[src/cic_pkg.sv]
// Purpose: Shared constants, types and growth math for the CIC filter
// Assumes: 32-bit APB register bus, one clock
// Notes: Growth helper serves elaboration and runtime shift selection
package cic_pkg;

  typedef enum logic {DECIMATE, INTERPOLATE} filter_mode_t;

  localparam int DEF_STAGES = 3;
  localparam int DEF_DIFF_DELAY = 1;
  localparam int DEF_IN_W = 16;
  localparam int DEF_OUT_W = 24;
  localparam int DEF_RATE_MAX = 8192;
  localparam int DEF_RATE_MIN = 4;
  localparam int DEF_RATE_INIT = 4;
  localparam int DEF_CHANNELS = 1;
  localparam int DEF_BUF_DEPTH = 2;
  localparam int MAX_CHANNELS = 16;
  localparam int MAX_GROWTH = 62;

  localparam int APB_AW = 8;
  localparam int CFG_W = 16;
  localparam int CHAN_IDX_W = 4;
  localparam int SHIFT_W = 8;

  localparam logic [APB_AW-1:0] CTRL_ADDR = 8'h00;
  localparam logic [APB_AW-1:0] STATUS_ADDR = 8'h04;
  localparam int CTRL_ROUND_BIT = 0;
  localparam int CTRL_BP_BIT = 1;
  localparam int CTRL_W = 2;
  localparam logic [CTRL_W-1:0] CTRL_RESET = 2'h0;
  localparam int STATUS_PEND_BIT = 16;
  localparam logic [31:0] BUS_ZERO = 32'h0000_0000;

  typedef struct packed {
    logic first_channel_marker;
    logic [CHAN_IDX_W-1:0] channel_index_field;
  } out_user_t;

  // Bits of growth: clog2((rM)^N) or clog2((rM)^N / r)
  function automatic int growth_bits(filter_mode_t mode, int unsigned r, int n, int m);
    logic [63:0] p;
    int k;
    p = 64'h0000_0000_0000_0001;
    k = 0;
    for (int i = 0; i < n; i++) begin
      p = p * 64'(m);
      if (mode == DECIMATE || i > 0) begin
        p = p * 64'(r);
      end
    end
    for (int i = 0; i < 64; i++) begin
      if ((64'h0000_0000_0000_0001 << i) < p) begin
        k = i + 1;
      end
    end
    return k;
  endfunction

endpackage

[src/cic_rate_change_filter.sv]
// Purpose: CIC decimator or interpolator with stream ports and APB control
// Assumes: One clock pclk, async active-low presetn
// Notes: One sample per cycle through unrolled integrator and comb chains
//
// Functional notes
// - Full decimator width is growth plus input width
// - Full precision stages use maximum growth width
// - Limited decimator prunes stage bits toward output
// - Interpolator: comb, zero stuffing, then integrators
// - Interpolator stages full width; output only scaled
// - Narrow output truncates, or rounds when rounding on; full width keeps gain
// - Truncated output shifted by current rate growth
// - Full precision output is never gain normalized
// - One clock drives everything
// - One active-low reset clears everything except the input FIFO storage
// - Transfer only when valid and ready high
// - Sender holds valid and payload until ready; output only with backpressure on
// - Either side may wait any number of cycles
// - First channel output carries first channel marker
// - Every output carries its channel index
// - Rate captured only on config handshake
// - New rate applies at next first-channel input
// - Backpressure stalls output; input buffers samples
// - Decimator forwards every rate-th integrator output
// - Unstalled decimator outputs every rate cycles
// - Config ready low until new rate applied
`timescale 1ns/1ps
`default_nettype none
module cic_rate_change_filter
  import cic_pkg::*;
#(
  parameter filter_mode_t MODE = DECIMATE,
  parameter int STAGES = DEF_STAGES,
  parameter int DIFF_DELAY = DEF_DIFF_DELAY,
  parameter int IN_W = DEF_IN_W,
  parameter int OUT_W = DEF_OUT_W,
  parameter int RATE_MAX = DEF_RATE_MAX,
  parameter int RATE_MIN = DEF_RATE_MIN,
  parameter int RATE_INIT = DEF_RATE_INIT,
  parameter int CHANNELS = DEF_CHANNELS,
  parameter int BUF_DEPTH = DEF_BUF_DEPTH
) (
  input wire logic pclk,
  input wire logic presetn,
  input wire logic psel,
  input wire logic penable,
  input wire logic pwrite,
  input wire logic [APB_AW-1:0] paddr,
  input wire logic [31:0] pwdata,
  output logic [31:0] prdata,
  output logic pready,
  output logic pslverr,
  input wire logic s_data_tvalid,
  output logic s_data_tready,
  input wire logic [IN_W-1:0] s_data_tdata,
  input wire logic s_cfg_tvalid,
  output logic s_cfg_tready,
  input wire logic [CFG_W-1:0] s_cfg_tdata,
  output logic m_data_tvalid,
  input wire logic m_data_tready,
  output logic [OUT_W-1:0] m_data_tdata,
  output out_user_t m_data_tuser
);
  ////////////////////////////////////////////////////////////////////////////
  // Sizing
  localparam int GROW = growth_bits(MODE, RATE_MAX, STAGES, DIFF_DELAY);
  localparam int BM = GROW + IN_W;
  localparam int RW = $clog2(RATE_MAX + 1);
  localparam bit FULL = (OUT_W == BM);
  localparam int CW = (CHANNELS > 1) ? $clog2(CHANNELS) : 1;

  if (STAGES < 1 || DIFF_DELAY < 1 || OUT_W < 1 || OUT_W > BM || IN_W < 2 ||
      CHANNELS < 1 || CHANNELS > MAX_CHANNELS || RATE_MIN < 2 ||
      RATE_MAX < RATE_MIN || RATE_INIT < RATE_MIN || RATE_INIT > RATE_MAX ||
      GROW > MAX_GROWTH || RW > CFG_W) begin : g_bad_cfg
    $error("cic_rate_change_filter parameters out of range");
  end

  function automatic logic [SHIFT_W-1:0] shift_for(input logic [RW-1:0] r);
    int s;
    s = growth_bits(MODE, int'(r), STAGES, DIFF_DELAY) + IN_W - OUT_W;
    if (FULL || s < 0) begin
      s = 0;
    end
    return SHIFT_W'(s);
  endfunction

  localparam logic [RW-1:0] RATE_RST = RW'(RATE_INIT);
  localparam logic [SHIFT_W-1:0] SHIFT_RST = shift_for(RW'(RATE_INIT));

  typedef enum logic {ST_IDLE, ST_EMIT} emit_state_t;

  ////////////////////////////////////////////////////////////////////////////
  // Declarations
  logic [BM-1:0] integ_q [STAGES][CHANNELS];
  logic [BM-1:0] dly_q [STAGES][CHANNELS][DIFF_DELAY];
  logic [BM-1:0] hold_q [CHANNELS];
  logic [BM-1:0] stage_mask [2*STAGES];
  logic [BM-1:0] int_new [STAGES];
  logic [BM-1:0] comb_in [STAGES];
  logic [BM-1:0] comb_new [STAGES];
  logic [BM-1:0] x_ext;
  logic [BM-1:0] result;
  logic [BM-1:0] rounded;
  logic [BM-1:0] scaled;
  logic [CTRL_W-1:0] ctrl_q;
  logic [RW-1:0] rate_q;
  logic [RW-1:0] pend_rate_q;
  logic [RW-1:0] rate_eff;
  logic [RW-1:0] phase_q;
  logic [RW-1:0] phase_eff;
  logic [RW-1:0] cfg_rate;
  logic [SHIFT_W-1:0] shift_q;
  logic [SHIFT_W-1:0] pend_shift_q;
  logic [SHIFT_W-1:0] sh;
  logic [CW-1:0] in_ch_q;
  logic [CW-1:0] emit_ch_q;
  logic [CW-1:0] ch_sel;
  logic [RW-1:0] emit_phase_q;
  emit_state_t state_q;
  logic pend_q;
  logic buf_valid;
  logic [IN_W-1:0] buf_data;
  logic ready_eff;
  logic out_free;
  logic take;
  logic apply_now;
  logic emit_go;
  logic produce;
  logic int_step;
  logic cfg_fire;
  logic [31:0] rd_word;
  logic addr_hit;

  ////////////////////////////////////////////////////////////////////////////
  // Input buffer
  // Input samples queue ahead
  sample_holder #(.W(IN_W), .DEPTH(BUF_DEPTH)) u_holder (
    .clk(pclk),
    .rst_n(presetn),
    .in_valid(s_data_tvalid),
    .in_ready(s_data_tready),
    .in_data(s_data_tdata),
    .out_valid(buf_valid),
    .out_ready(take),
    .out_data(buf_data)
  );

  ////////////////////////////////////////////////////////////////////////////
  // Flow control
  // Option off ignores ready
  assign ready_eff = m_data_tready || !ctrl_q[CTRL_BP_BIT];
  assign out_free = !m_data_tvalid || ready_eff;
  assign take = buf_valid && (MODE == DECIMATE ? out_free : state_q == ST_IDLE);
  assign emit_go = (MODE == INTERPOLATE) && state_q == ST_EMIT && out_free;
  assign apply_now = take && pend_q && in_ch_q == '0;
  assign rate_eff = apply_now ? pend_rate_q : rate_q;
  assign phase_eff = apply_now ? '0 : phase_q;
  assign produce = (MODE == DECIMATE) ? (take && phase_eff == rate_eff - RW'(1)) : emit_go;
  assign int_step = (MODE == DECIMATE) ? take : emit_go;
  assign ch_sel = (MODE == DECIMATE) ? in_ch_q : emit_ch_q;
  assign x_ext = BM'($signed(buf_data));

  ////////////////////////////////////////////////////////////////////////////
  // Stage masks
  for (genvar k = 0; k < 2*STAGES; k++) begin : g_mask
    localparam int DROP = (MODE == DECIMATE && !FULL) ?
                          ((BM - OUT_W) * (k + 1)) / (2*STAGES + 1) : 0;
    assign stage_mask[k] = {BM{1'b1}} << DROP;
  end

  ////////////////////////////////////////////////////////////////////////////
  // Integrator and comb chains
  always_comb begin
    for (int j = 0; j < STAGES; j++) begin
      if (j == 0) begin
        if (MODE == DECIMATE) begin
          int_new[j] = (x_ext + integ_q[j][ch_sel]) & stage_mask[j];
        end else begin
          int_new[j] = ((emit_phase_q == '0 ? hold_q[emit_ch_q] : '0) +
                        integ_q[j][ch_sel]) & stage_mask[j];
        end
      end else begin
        int_new[j] = (int_new[j-1] + integ_q[j][ch_sel]) & stage_mask[j];
      end
    end
    for (int j = 0; j < STAGES; j++) begin
      if (j == 0) begin
        comb_in[j] = (MODE == DECIMATE) ? int_new[STAGES-1] : x_ext;
      end else begin
        comb_in[j] = comb_new[j-1];
      end
      comb_new[j] = (comb_in[j] - dly_q[j][in_ch_q][DIFF_DELAY-1]) &
                    stage_mask[STAGES+j];
    end
  end

  assign result = (MODE == DECIMATE) ? comb_new[STAGES-1] : int_new[STAGES-1];
  // Shift of the rate in force
  assign sh = (MODE == DECIMATE && apply_now) ? pend_shift_q : shift_q;

  always_comb begin
    rounded = result;
    if (ctrl_q[CTRL_ROUND_BIT] && !FULL && sh != '0) begin
      rounded = result + (BM'(1) << (sh - SHIFT_W'(1)));
    end
    scaled = BM'($signed(rounded) >>> sh);
  end

  ////////////////////////////////////////////////////////////////////////////
  // Integrator state
  // Shared reset clears state
  always_ff @(posedge pclk or negedge presetn) begin
    if (!presetn) begin
      for (int j = 0; j < STAGES; j++) begin
        for (int c = 0; c < CHANNELS; c++) begin
          integ_q[j][c] <= '0;
        end
      end
    end else if (int_step) begin
      for (int j = 0; j < STAGES; j++) begin
        integ_q[j][ch_sel] <= int_new[j];
      end
    end
  end

  ////////////////////////////////////////////////////////////////////////////
  // Comb delays and interpolator hold
  always_ff @(posedge pclk or negedge presetn) begin
    if (!presetn) begin
      for (int j = 0; j < STAGES; j++) begin
        for (int c = 0; c < CHANNELS; c++) begin
          for (int d = 0; d < DIFF_DELAY; d++) begin
            dly_q[j][c][d] <= '0;
          end
        end
      end
      for (int c = 0; c < CHANNELS; c++) begin
        hold_q[c] <= '0;
      end
    end else if ((MODE == DECIMATE) ? produce : take) begin
      for (int j = 0; j < STAGES; j++) begin
        dly_q[j][in_ch_q][0] <= comb_in[j];
        for (int d = 1; d < DIFF_DELAY; d++) begin
          dly_q[j][in_ch_q][d] <= dly_q[j][in_ch_q][d-1];
        end
      end
      hold_q[in_ch_q] <= comb_new[STAGES-1];
    end
  end

  ////////////////////////////////////////////////////////////////////////////
  // Input channel and decimation phase
  always_ff @(posedge pclk or negedge presetn) begin
    if (!presetn) begin
      in_ch_q <= '0;
      phase_q <= '0;
    end else if (take) begin
      if (in_ch_q == CW'(CHANNELS - 1)) begin
        in_ch_q <= '0;
        phase_q <= (phase_eff == rate_eff - RW'(1)) ? '0 : phase_eff + RW'(1);
      end else begin
        in_ch_q <= in_ch_q + CW'(1);
        phase_q <= phase_eff;
      end
    end
  end

  ////////////////////////////////////////////////////////////////////////////
  // Rate configuration
  always_comb begin
    cfg_rate = s_cfg_tdata[RW-1:0];
    if (s_cfg_tdata < CFG_W'(RATE_MIN)) begin
      cfg_rate = RW'(RATE_MIN);
    end else if (s_cfg_tdata > CFG_W'(RATE_MAX)) begin
      cfg_rate = RW'(RATE_MAX);
    end
  end

  assign cfg_fire = s_cfg_tvalid && s_cfg_tready;

  always_ff @(posedge pclk or negedge presetn) begin
    if (!presetn) begin
      s_cfg_tready <= 1'b0;
      pend_q <= 1'b0;
      pend_rate_q <= RATE_RST;
      pend_shift_q <= SHIFT_RST;
      rate_q <= RATE_RST;
      shift_q <= SHIFT_RST;
    end else begin
      if (cfg_fire) begin
        pend_q <= 1'b1;
        pend_rate_q <= cfg_rate;
        pend_shift_q <= shift_for(cfg_rate);
        s_cfg_tready <= 1'b0;
      end else if (apply_now) begin
        pend_q <= 1'b0;
        s_cfg_tready <= 1'b1;
      end else begin
        s_cfg_tready <= !pend_q;
      end
      if (apply_now) begin
        rate_q <= pend_rate_q;
        shift_q <= pend_shift_q;
      end
    end
  end

  ////////////////////////////////////////////////////////////////////////////
  // Interpolator emission
  always_ff @(posedge pclk or negedge presetn) begin
    if (!presetn) begin
      state_q <= ST_IDLE;
      emit_ch_q <= '0;
      emit_phase_q <= '0;
    end else begin
      case (state_q)
        ST_IDLE: begin
          if (MODE == INTERPOLATE && take && in_ch_q == CW'(CHANNELS - 1)) begin
            state_q <= ST_EMIT;
            emit_ch_q <= '0;
            emit_phase_q <= '0;
          end
        end
        ST_EMIT: begin
          if (emit_go) begin
            if (emit_ch_q == CW'(CHANNELS - 1)) begin
              emit_ch_q <= '0;
              if (emit_phase_q == rate_q - RW'(1)) begin
                state_q <= ST_IDLE;
              end else begin
                emit_phase_q <= emit_phase_q + RW'(1);
              end
            end else begin
              emit_ch_q <= emit_ch_q + CW'(1);
            end
          end
        end
        default: begin
          state_q <= ST_IDLE;
        end
      endcase
    end
  end

  ////////////////////////////////////////////////////////////////////////////
  // Output stream
  // Held until accepted when backpressure on, else dropped after one cycle
  always_ff @(posedge pclk or negedge presetn) begin
    if (!presetn) begin
      m_data_tvalid <= 1'b0;
      m_data_tdata <= '0;
      m_data_tuser <= '0;
    end else if (produce) begin
      m_data_tvalid <= 1'b1;
      m_data_tdata <= scaled[OUT_W-1:0];
      m_data_tuser.first_channel_marker <= ch_sel == '0;
      m_data_tuser.channel_index_field <= CHAN_IDX_W'(ch_sel);
    end else if (ready_eff) begin
      m_data_tvalid <= 1'b0;
    end
  end

  ////////////////////////////////////////////////////////////////////////////
  // APB registers
  always_comb begin
    addr_hit = 1'b1;
    rd_word = BUS_ZERO;
    case (paddr)
      CTRL_ADDR: begin
        rd_word = 32'(ctrl_q);
      end
      STATUS_ADDR: begin
        rd_word = 32'(rate_q);
        rd_word[STATUS_PEND_BIT] = pend_q;
      end
      default: begin
        addr_hit = 1'b0;
      end
    endcase
  end

  always_ff @(posedge pclk or negedge presetn) begin
    if (!presetn) begin
      pready <= 1'b0;
      pslverr <= 1'b0;
      prdata <= BUS_ZERO;
    end else if (psel && penable && !pready) begin
      pready <= 1'b1;
      pslverr <= !addr_hit;
      prdata <= pwrite ? BUS_ZERO : rd_word;
    end else begin
      pready <= 1'b0;
      pslverr <= 1'b0;
    end
  end

  always_ff @(posedge pclk or negedge presetn) begin
    if (!presetn) begin
      ctrl_q <= CTRL_RESET;
    end else if (psel && penable && pready && pwrite && paddr == CTRL_ADDR) begin
      ctrl_q <= pwdata[CTRL_W-1:0];
    end
  end
endmodule
`default_nettype wire

[src/sample_holder.sv]
// Purpose: Small input sample FIFO with registered ready and valid
// Assumes: DEPTH is a power of two, at least two
// Notes: Lets the sender run ahead of the filter engine
`timescale 1ns/1ps
`default_nettype none
module sample_holder #(
  parameter int W = 16,
  parameter int DEPTH = 2
) (
  input wire logic clk,
  input wire logic rst_n,
  input wire logic in_valid,
  output logic in_ready,
  input wire logic [W-1:0] in_data,
  output logic out_valid,
  input wire logic out_ready,
  output logic [W-1:0] out_data
);
  localparam int PW = $clog2(DEPTH);

  logic [W-1:0] mem_q [DEPTH];
  logic [PW-1:0] wr_q;
  logic [PW-1:0] rd_q;
  logic [PW:0] cnt_q;
  logic [PW:0] cnt_d;
  logic push;
  logic pop;

  if (DEPTH < 2 || (DEPTH & (DEPTH - 1)) != 0) begin : g_bad_depth
    $error("sample_holder depth must be a power of two, at least two");
  end

  assign push = in_valid && in_ready;
  assign pop = out_valid && out_ready;
  assign cnt_d = cnt_q + (PW+1)'(push) - (PW+1)'(pop);
  assign out_data = mem_q[rd_q];

  always_ff @(posedge clk or negedge rst_n) begin
    if (!rst_n) begin
      cnt_q <= '0;
      in_ready <= 1'b0;
      out_valid <= 1'b0;
    end else begin
      cnt_q <= cnt_d;
      in_ready <= cnt_d < (PW+1)'(DEPTH);
      out_valid <= cnt_d != '0;
    end
  end

  always_ff @(posedge clk or negedge rst_n) begin
    if (!rst_n) begin
      wr_q <= '0;
      rd_q <= '0;
    end else begin
      if (push) begin
        wr_q <= wr_q + PW'(1);
      end
      if (pop) begin
        rd_q <= rd_q + PW'(1);
      end
    end
  end

  always_ff @(posedge clk) begin
    if (push) begin
      mem_q[wr_q] <= in_data;
    end
  end
endmodule
`default_nettype wire

[config.mk]
export PLATFORM = sky130hd
export DESIGN_NAME = cic_rate_change_filter
export DESIGN_NICKNAME = d
export VERILOG_FILES = /design/src/cic_pkg.sv /design/src/cic_rate_change_filter.sv /design/src/sample_holder.sv
export SDC_FILE = /design/constraint.sdc
export NUM_CORES = 2
export LEC_CHECK = 0
export BUFFER_PORTS_ARGS = -buffer_cell sky130_fd_sc_hd__buf_2
export CAP_MARGIN = 20
export CORE_UTILIZATION = 63
export DETAILED_ROUTE_END_ITERATION = 8
export PLACE_DENSITY = 0.85
export SETUP_SLACK_MARGIN = 0.1
export SLEW_MARGIN = 5
export SYNTH_ARGS = -nofsm -noshare
export SYNTH_HDL_FRONTEND = slang
export SYNTH_SLANG_ARGS = --single-unit
[constraint.sdc]
create_clock -name pclk -period 17.55 [get_ports pclk]
set_input_delay 0.8775 -clock pclk [delete_from_list [all_inputs] [get_ports pclk]]
set_output_delay 0.8775 -clock pclk [all_outputs]
set_load 0.1 [all_outputs]
-- Yosys cells after proc, flatten, opt, wreduce, memory -nomap -nowiden
Memories as Yosys holds them, arrays and structs flattened.
Index checks and enable logic that the tools add are counted.
- bits in writable memories: 32
- bits in latches: 0
- output and inout port bits: 66
- ROM bits: 0
- flip-flop bits (word level): 460
- memories: 1
- memories (name ; depth ; width ; rd ports ; clocked after memory_dff ; wr ports ; line ; source):
    u_holder.mem_q ; 2 ; 16 ; 1 ; 0 ; 1 ; sample_holder.sv:21 ; logic [W-1:0] mem_q [DEPTH];
- reductions and logical operators: 27
- eq/ne operators: 2
- $lt $le $gt $ge: 70
- bitwise gates (word level): 1
- add/sub/neg operators: 17
- shifts and indexed selects: 2
- muxes and demuxes: 104
- multipliers: 2
- divide/modulo/power cells: 0
- operators by type and width (cell ; count):
    $mux 32 ; 58
    $mux 55 ; 8
    $bwmux 55 ; 6
    $add 55x55->55 ; 4
    $mux 64 ; 3
    $sub 55x55->55 ; 3
    $mul 64x14->64 ; 2
    $mux 14 ; 6
    $lt 1x64->1 const A ; 1
    $lt 10x64->1 const A ; 1
    $lt 11x64->1 const A ; 1
    $lt 12x64->1 const A ; 1
    $lt 13x64->1 const A ; 1
    $lt 14x64->1 const A ; 1
    $lt 15x64->1 const A ; 1
    $lt 16x64->1 const A ; 1
    $lt 17x64->1 const A ; 1
    $lt 18x64->1 const A ; 1
    $lt 19x64->1 const A ; 1
    $lt 2x64->1 const A ; 1
    $lt 20x64->1 const A ; 1
    $lt 21x64->1 const A ; 1
    $lt 22x64->1 const A ; 1
    $lt 23x64->1 const A ; 1
    80 further kinds ; 119

-- Longest topological paths before layout
- depth in word-level cells: 78
- gate-level depth with buffers: 81
- mapped depth without buffers: 79

-- Modules after synthesis
Synthesis repeated with hierarchy kept, for this count alone.
- cells, all modules: 6323
- area, all modules: 51583.2 um^2
- by module, submodules not included (module ; area an instance (um^2) ; cells an instance ; seq. area each (um^2) ; times used):
    cic_rate_change_filter ; 50126.8 ; 6253 ; 8936.1 ; 1
    sample_holder ; 1456.4 ; 70 ; 1111.1 ; 1

-- Worst setup path after synthesis
OpenSTA, ideal clock, no wires.
- path kind: input to register
- start: input port s_cfg_tdata[2]
- end: register pend_shift_q[1]
- slack: 1110 ps
- data arrival time: 16308 ps
- required time: 17419 ps
- stages on the path: 62
- path through: clkbuf_1 nor4_1 nand3_1 o31a_1 nor3_1 clkbuf_1 nand2_1 inv_1 buf_1 nand2_1 fa_1 fa_1 inv_1 fa_1 fa_1 fa_1 inv_1 fa_1 (+26 left out) a21oi_1 o21ai_1 a21o_1 a21oi_1 o41ai_1 xor2_1 or3_1 or4b_4 or2_1 buf_6 nor4_4 a21bo_1 a21oi_2 ha_1 a21oi_1 and3_1 a222oi_1 nand2_1
- longest elaborated chain between the ends: 78
- elaborated cells on any way between the ends: 142
- RTL lines (element ; line ; source):
    start, declared ; cic_rate_change_filter.sv:58 ; input wire logic [CFG_W-1:0] s_cfg_tdata,
    $gt 16x14->1 ; cic_rate_change_filter.sv:275 ; end else if (s_cfg_tdata > CFG_W'(RATE_MAX)) begin
    $mux 14 ; cic_rate_change_filter.sv:275 ;
    $mux 14 * ; cic_rate_change_filter.sv:273 ; if (s_cfg_tdata < CFG_W'(RATE_MIN)) begin
    $mux 64 ; cic_rate_change_filter.sv:291 ; if (cfg_fire) begin
    $mul 64x14->64 ; cic_pkg.sv:48 ; p = p * 64'(r);
    $mux 64 ; cic_rate_change_filter.sv:291 ;
    $mul 64x14->64 * ; cic_pkg.sv:48 ;
    $mux 64 * ; cic_rate_change_filter.sv:291 ;
    (+8 left out) ; - ;
    $mux 4 ; cic_pkg.sv:52 ; if ((64'h0000_0000_0000_0001 << i) < p) begin
    $mux 32 (55 in a row) ; cic_pkg.sv:52 ;
    $mux 32 * ; cic_pkg.sv:52 ;
    $mux 32 * ; cic_rate_change_filter.sv:291 ;
    $add 32x6->32 * ; cic_rate_change_filter.sv:81 ; s = growth_bits(MODE, int'(r), STAGES, DIFF_DELAY) + IN_W - OUT_W;
    $sub 32x6->32 * ; cic_rate_change_filter.sv:81 ;
    $lt 32x1->1 ; cic_rate_change_filter.sv:82 ; if (FULL || s < 0) begin
    $mux 8 * ; cic_rate_change_filter.sv:82 ;
    end signal, assigned ; cic_rate_change_filter.sv:294 ; pend_shift_q <= shift_for(cfg_rate);
    end, declared ; cic_rate_change_filter.sv:114 ; logic [SHIFT_W-1:0] pend_shift_q;
Mark *: on every way between the ends. The rest lies on a longest branch, timed or not. The select of a mux whose other input is x is not followed.
A chain may end at the register's enable or synchronous reset.

-- Final worst setup path
Same ends and word-level chain as after synthesis.

==> results.py <==
metrics = {
    "status": {
        "status": "completed",
    },
    "drt": {
        "drt_iter0_drc": 3913,
        "finalWirelength_um": 137000,
        "drcViolationCount": 0,
        "route.detailed.wl_per_inst_um": 18.4,
        "vias": 45818,
        "ant_nets": 0,
        "dr.pass1.iters": 9,
        "via_per_inst": 6.17,
    },
    "timing": {
        "tightest_slew_ns": 1.16,
        "slew_viol_final": 0,
        "tns_ns": 0,
        "slew_headroom_pct": 22.4,
        "skew_ns": 0.0289,
        "fmax_mhz": 60.7,
        "period_share_pct": 93.9,
        "setup_violations": 0,
        "hold_violations": 0,
        "rsz0062_at_grt": "false",
        "period_needed_ns": 16.48,
    },
    "critical_path": {
        "slowest_stage": "or4b_4",
        "cp-end-kind": "flip-flop",
        "startpoint_type": "input port",
        "max_stage_delay_ns": 0.58,
        "worst_ep_arrival_time_ns": 16.96,
        "critPathMaxFanout": 28,
        "criticalPathCategory": "in2reg",
        "crit_top_cell": "fa_1",
        "critPathRequiredTime_ns": 18.03,
    },
    "clock_network": {
        "post_cts_buffers": 0,
        "insertion_delay_ns": 0.60,
        "clock_path_buffers": 3,
        "cts_tree": "built",
        "cts_num_sinks": 387,
        "cts_inserted_buffers": 43,
        "h-tree-depth": 2,
        "clk_pin_slew_worst_paths_ns": 0.06,
        "cts-root-buf": "clkbuf_16",
    },
    "global_route": {
        "grt_max_degree": 119,
        "grt_overflow": 0,
        "grt_pass1_vias": 45092,
        "grt_pass1_wl_um": 224000,
        "antenna_found_initial": 0,
        "track_usage_pct": 33.0,
    },
    "logic_synthesis": {
        "synth_top_area_share_pct": 17.6,
        "netlist_area_um2": 51300,
        "avgSynthCellArea_um2": 8.12,
        "synth_flop_cell": "dfrtp_1",
        "ys_ff_latch": 387,
        "yosys-top-cells-count": "1,010 x nand2_1, 700 x inv_1, 544 x nor2_1",
        "synthTopCellsByArea": "dfrtp_1 18%, fa_1 17%, ha_1 12%",
        "yosysMostFrequentCell": "nand2_1",
        "synth_edf_count": 24,
        "yosysUniqueCellTypes": 105,
        "yosysWarnings": 0,
        "synth_area_leader_cell": "dfrtp_1",
        "ys_seq_area_share_pct": 19.1,
        "synthArstFlopShare_pct": 93.8,
        "syn_inst": 6318,
    },
    "placed_design": {
        "place_hpwl_um": 105000,
        "port_buffers": 90,
        "place.gp.congestion": 0.998,
    },
    "floorplan": {
        "coreArea_um2": 80500,
        "rows": 104,
        "fp.dieArea_um2": 82600,
        "die-width_um": 287,
        "start_util_pct": 63.7,
        "ios": 146,
        "die_h_um": 287,
    },
    "cells_and_area": {
        "nFillCells": 6367,
        "drive_above_1_share_pct": 5.86,
        "fin_nets": 7352,
        "area_growth_pct": 6.16,
    },
    "flow_run": {
        "drv_cap": 0,
    },
    "worst_hold_path": {
        "hold_class": "in2async",
    },
}
[sequential cells by signal (all words and copies together) (netlist names), 7 cells and up]
name / flops
prdata: 15
shift_q: 8
rate_q: 14
u_holder.mem_q: 24
dly_q: 113
pend_shift_q: 7
integ_q: 140
phase_q: 14
pend_rate_q: 14
m_data_tdata: 24
[placed cells by master (no fill, tap or decap), types with 45 or more instances in the layout]
master and instances:
dfrtp_1 361, nor2_1 542, a21oi_1 336, conb_1 46
o21a_1 72, and3_1 55, buf_4 94, nor2b_1 50
a211oi_1 45, fa_1 442, nand2_1 1009, inv_1 699
nor3_1 104, ha_1 494, nand2b_1 72, a31oi_1 55
nand3_1 99, xnor2_1 248, a21o_1 136, xor2_1 104
buf_2 89, o21ai_0 327
[cells by family (layout without fill, tap and decap cells)]
logic type | after synthesis | after routing | synth area share, %
AND/OR/NAND/NOR | 2166 | 2166 | 18.6
adder cells (fa/ha/maj) | 937 | 937 | 29.3
XOR/XNOR | 357 | 357 | 6.21
buffers and inverters | 964 | 969 | 7.25
flip-flops | 387 | 387 | 19.1
other | 2 | 49 | 0.0146
multiplexers | 79 | 79 | 1.65
AO/OA/AOI/OAI | 1426 | 1426 | 17.9
[worst paths after layout]
path / start / end / slack, ns / cells after the start
worst max-delay path: s_cfg_tdata[2] / pend_shift_q[1] / 1.07 / 58
min in group pclk: prdata[1] / prdata[1] / 0.47 / 2
worst max register to register: u_holder.rd_q / m_data_tdata[13] / 1.12 / 70
worst min-delay path: presetn / m_data_tdata[3] / 0.33 / 1
max in group asynchronous: presetn / integ_q[103] / 15.14 / 3
worst min register to register: prdata[1] / prdata[1] / 0.47 / 2
[critical path: cells and delay by family]
kind	cells	cell delay (ns)
buf+inv	10	1.21
compound gates	16	3.45
simple gates	15	4.14
fa+ha+maj	15	6.70
xor+xnor	2	0.58
[what timing repair did]
item,in CTS,in global routing
endpoints found under the setup margin,0,28
hold buffers,0,0
gates resized for setup,0,25
[final cells by class]
type	instances	area (um^2)	share of cell area [%]
diodes	3	7.51	0.0138
clock buffers	62	1230	2.25
clock inverters	15	169	0.310
inverters	707	2660	4.88
multi-input cells	5011	38100	70.0
flip-flops and latches	387	9810	18.0
well taps	1060	1330	2.43
repair buffers	185	1180	2.16
[stage by stage]
stage / util (%) / hold WS, ns / area, um^2 / cells / setup slack, ns
after global placement: 65.8 / 0.447 / 53000 / 7349 / 0.688
after floorplan: - / 0.441 / 51500 / 6362 / 1.11
after CTS: 67.5 / 0.399 / 54400 / 7426 / 0.616
after detailed placement: 65.8 / 0.457 / 53000 / 7349 / 0.483
after global routing: 67.6 / 0.434 / 54500 / 7427 / 0.0904
final: 67.6 / 0.326 / 54500 / 7430 / 1.07
[metal layers]
metal  vias to the layer above  global-route usage, %  wire, um
met5                         -                      0         0
met4                         0                   14.4      6490
met3                       433                   5.02     10600
met2                      1923                   55.8     65300
met1                     22154                   41.9     54600
li1                      21308                      -         -
Power is left out: the tool's default activity adds up to more than one toggle a clock period on the data nets, which glitch-free logic cannot reach.
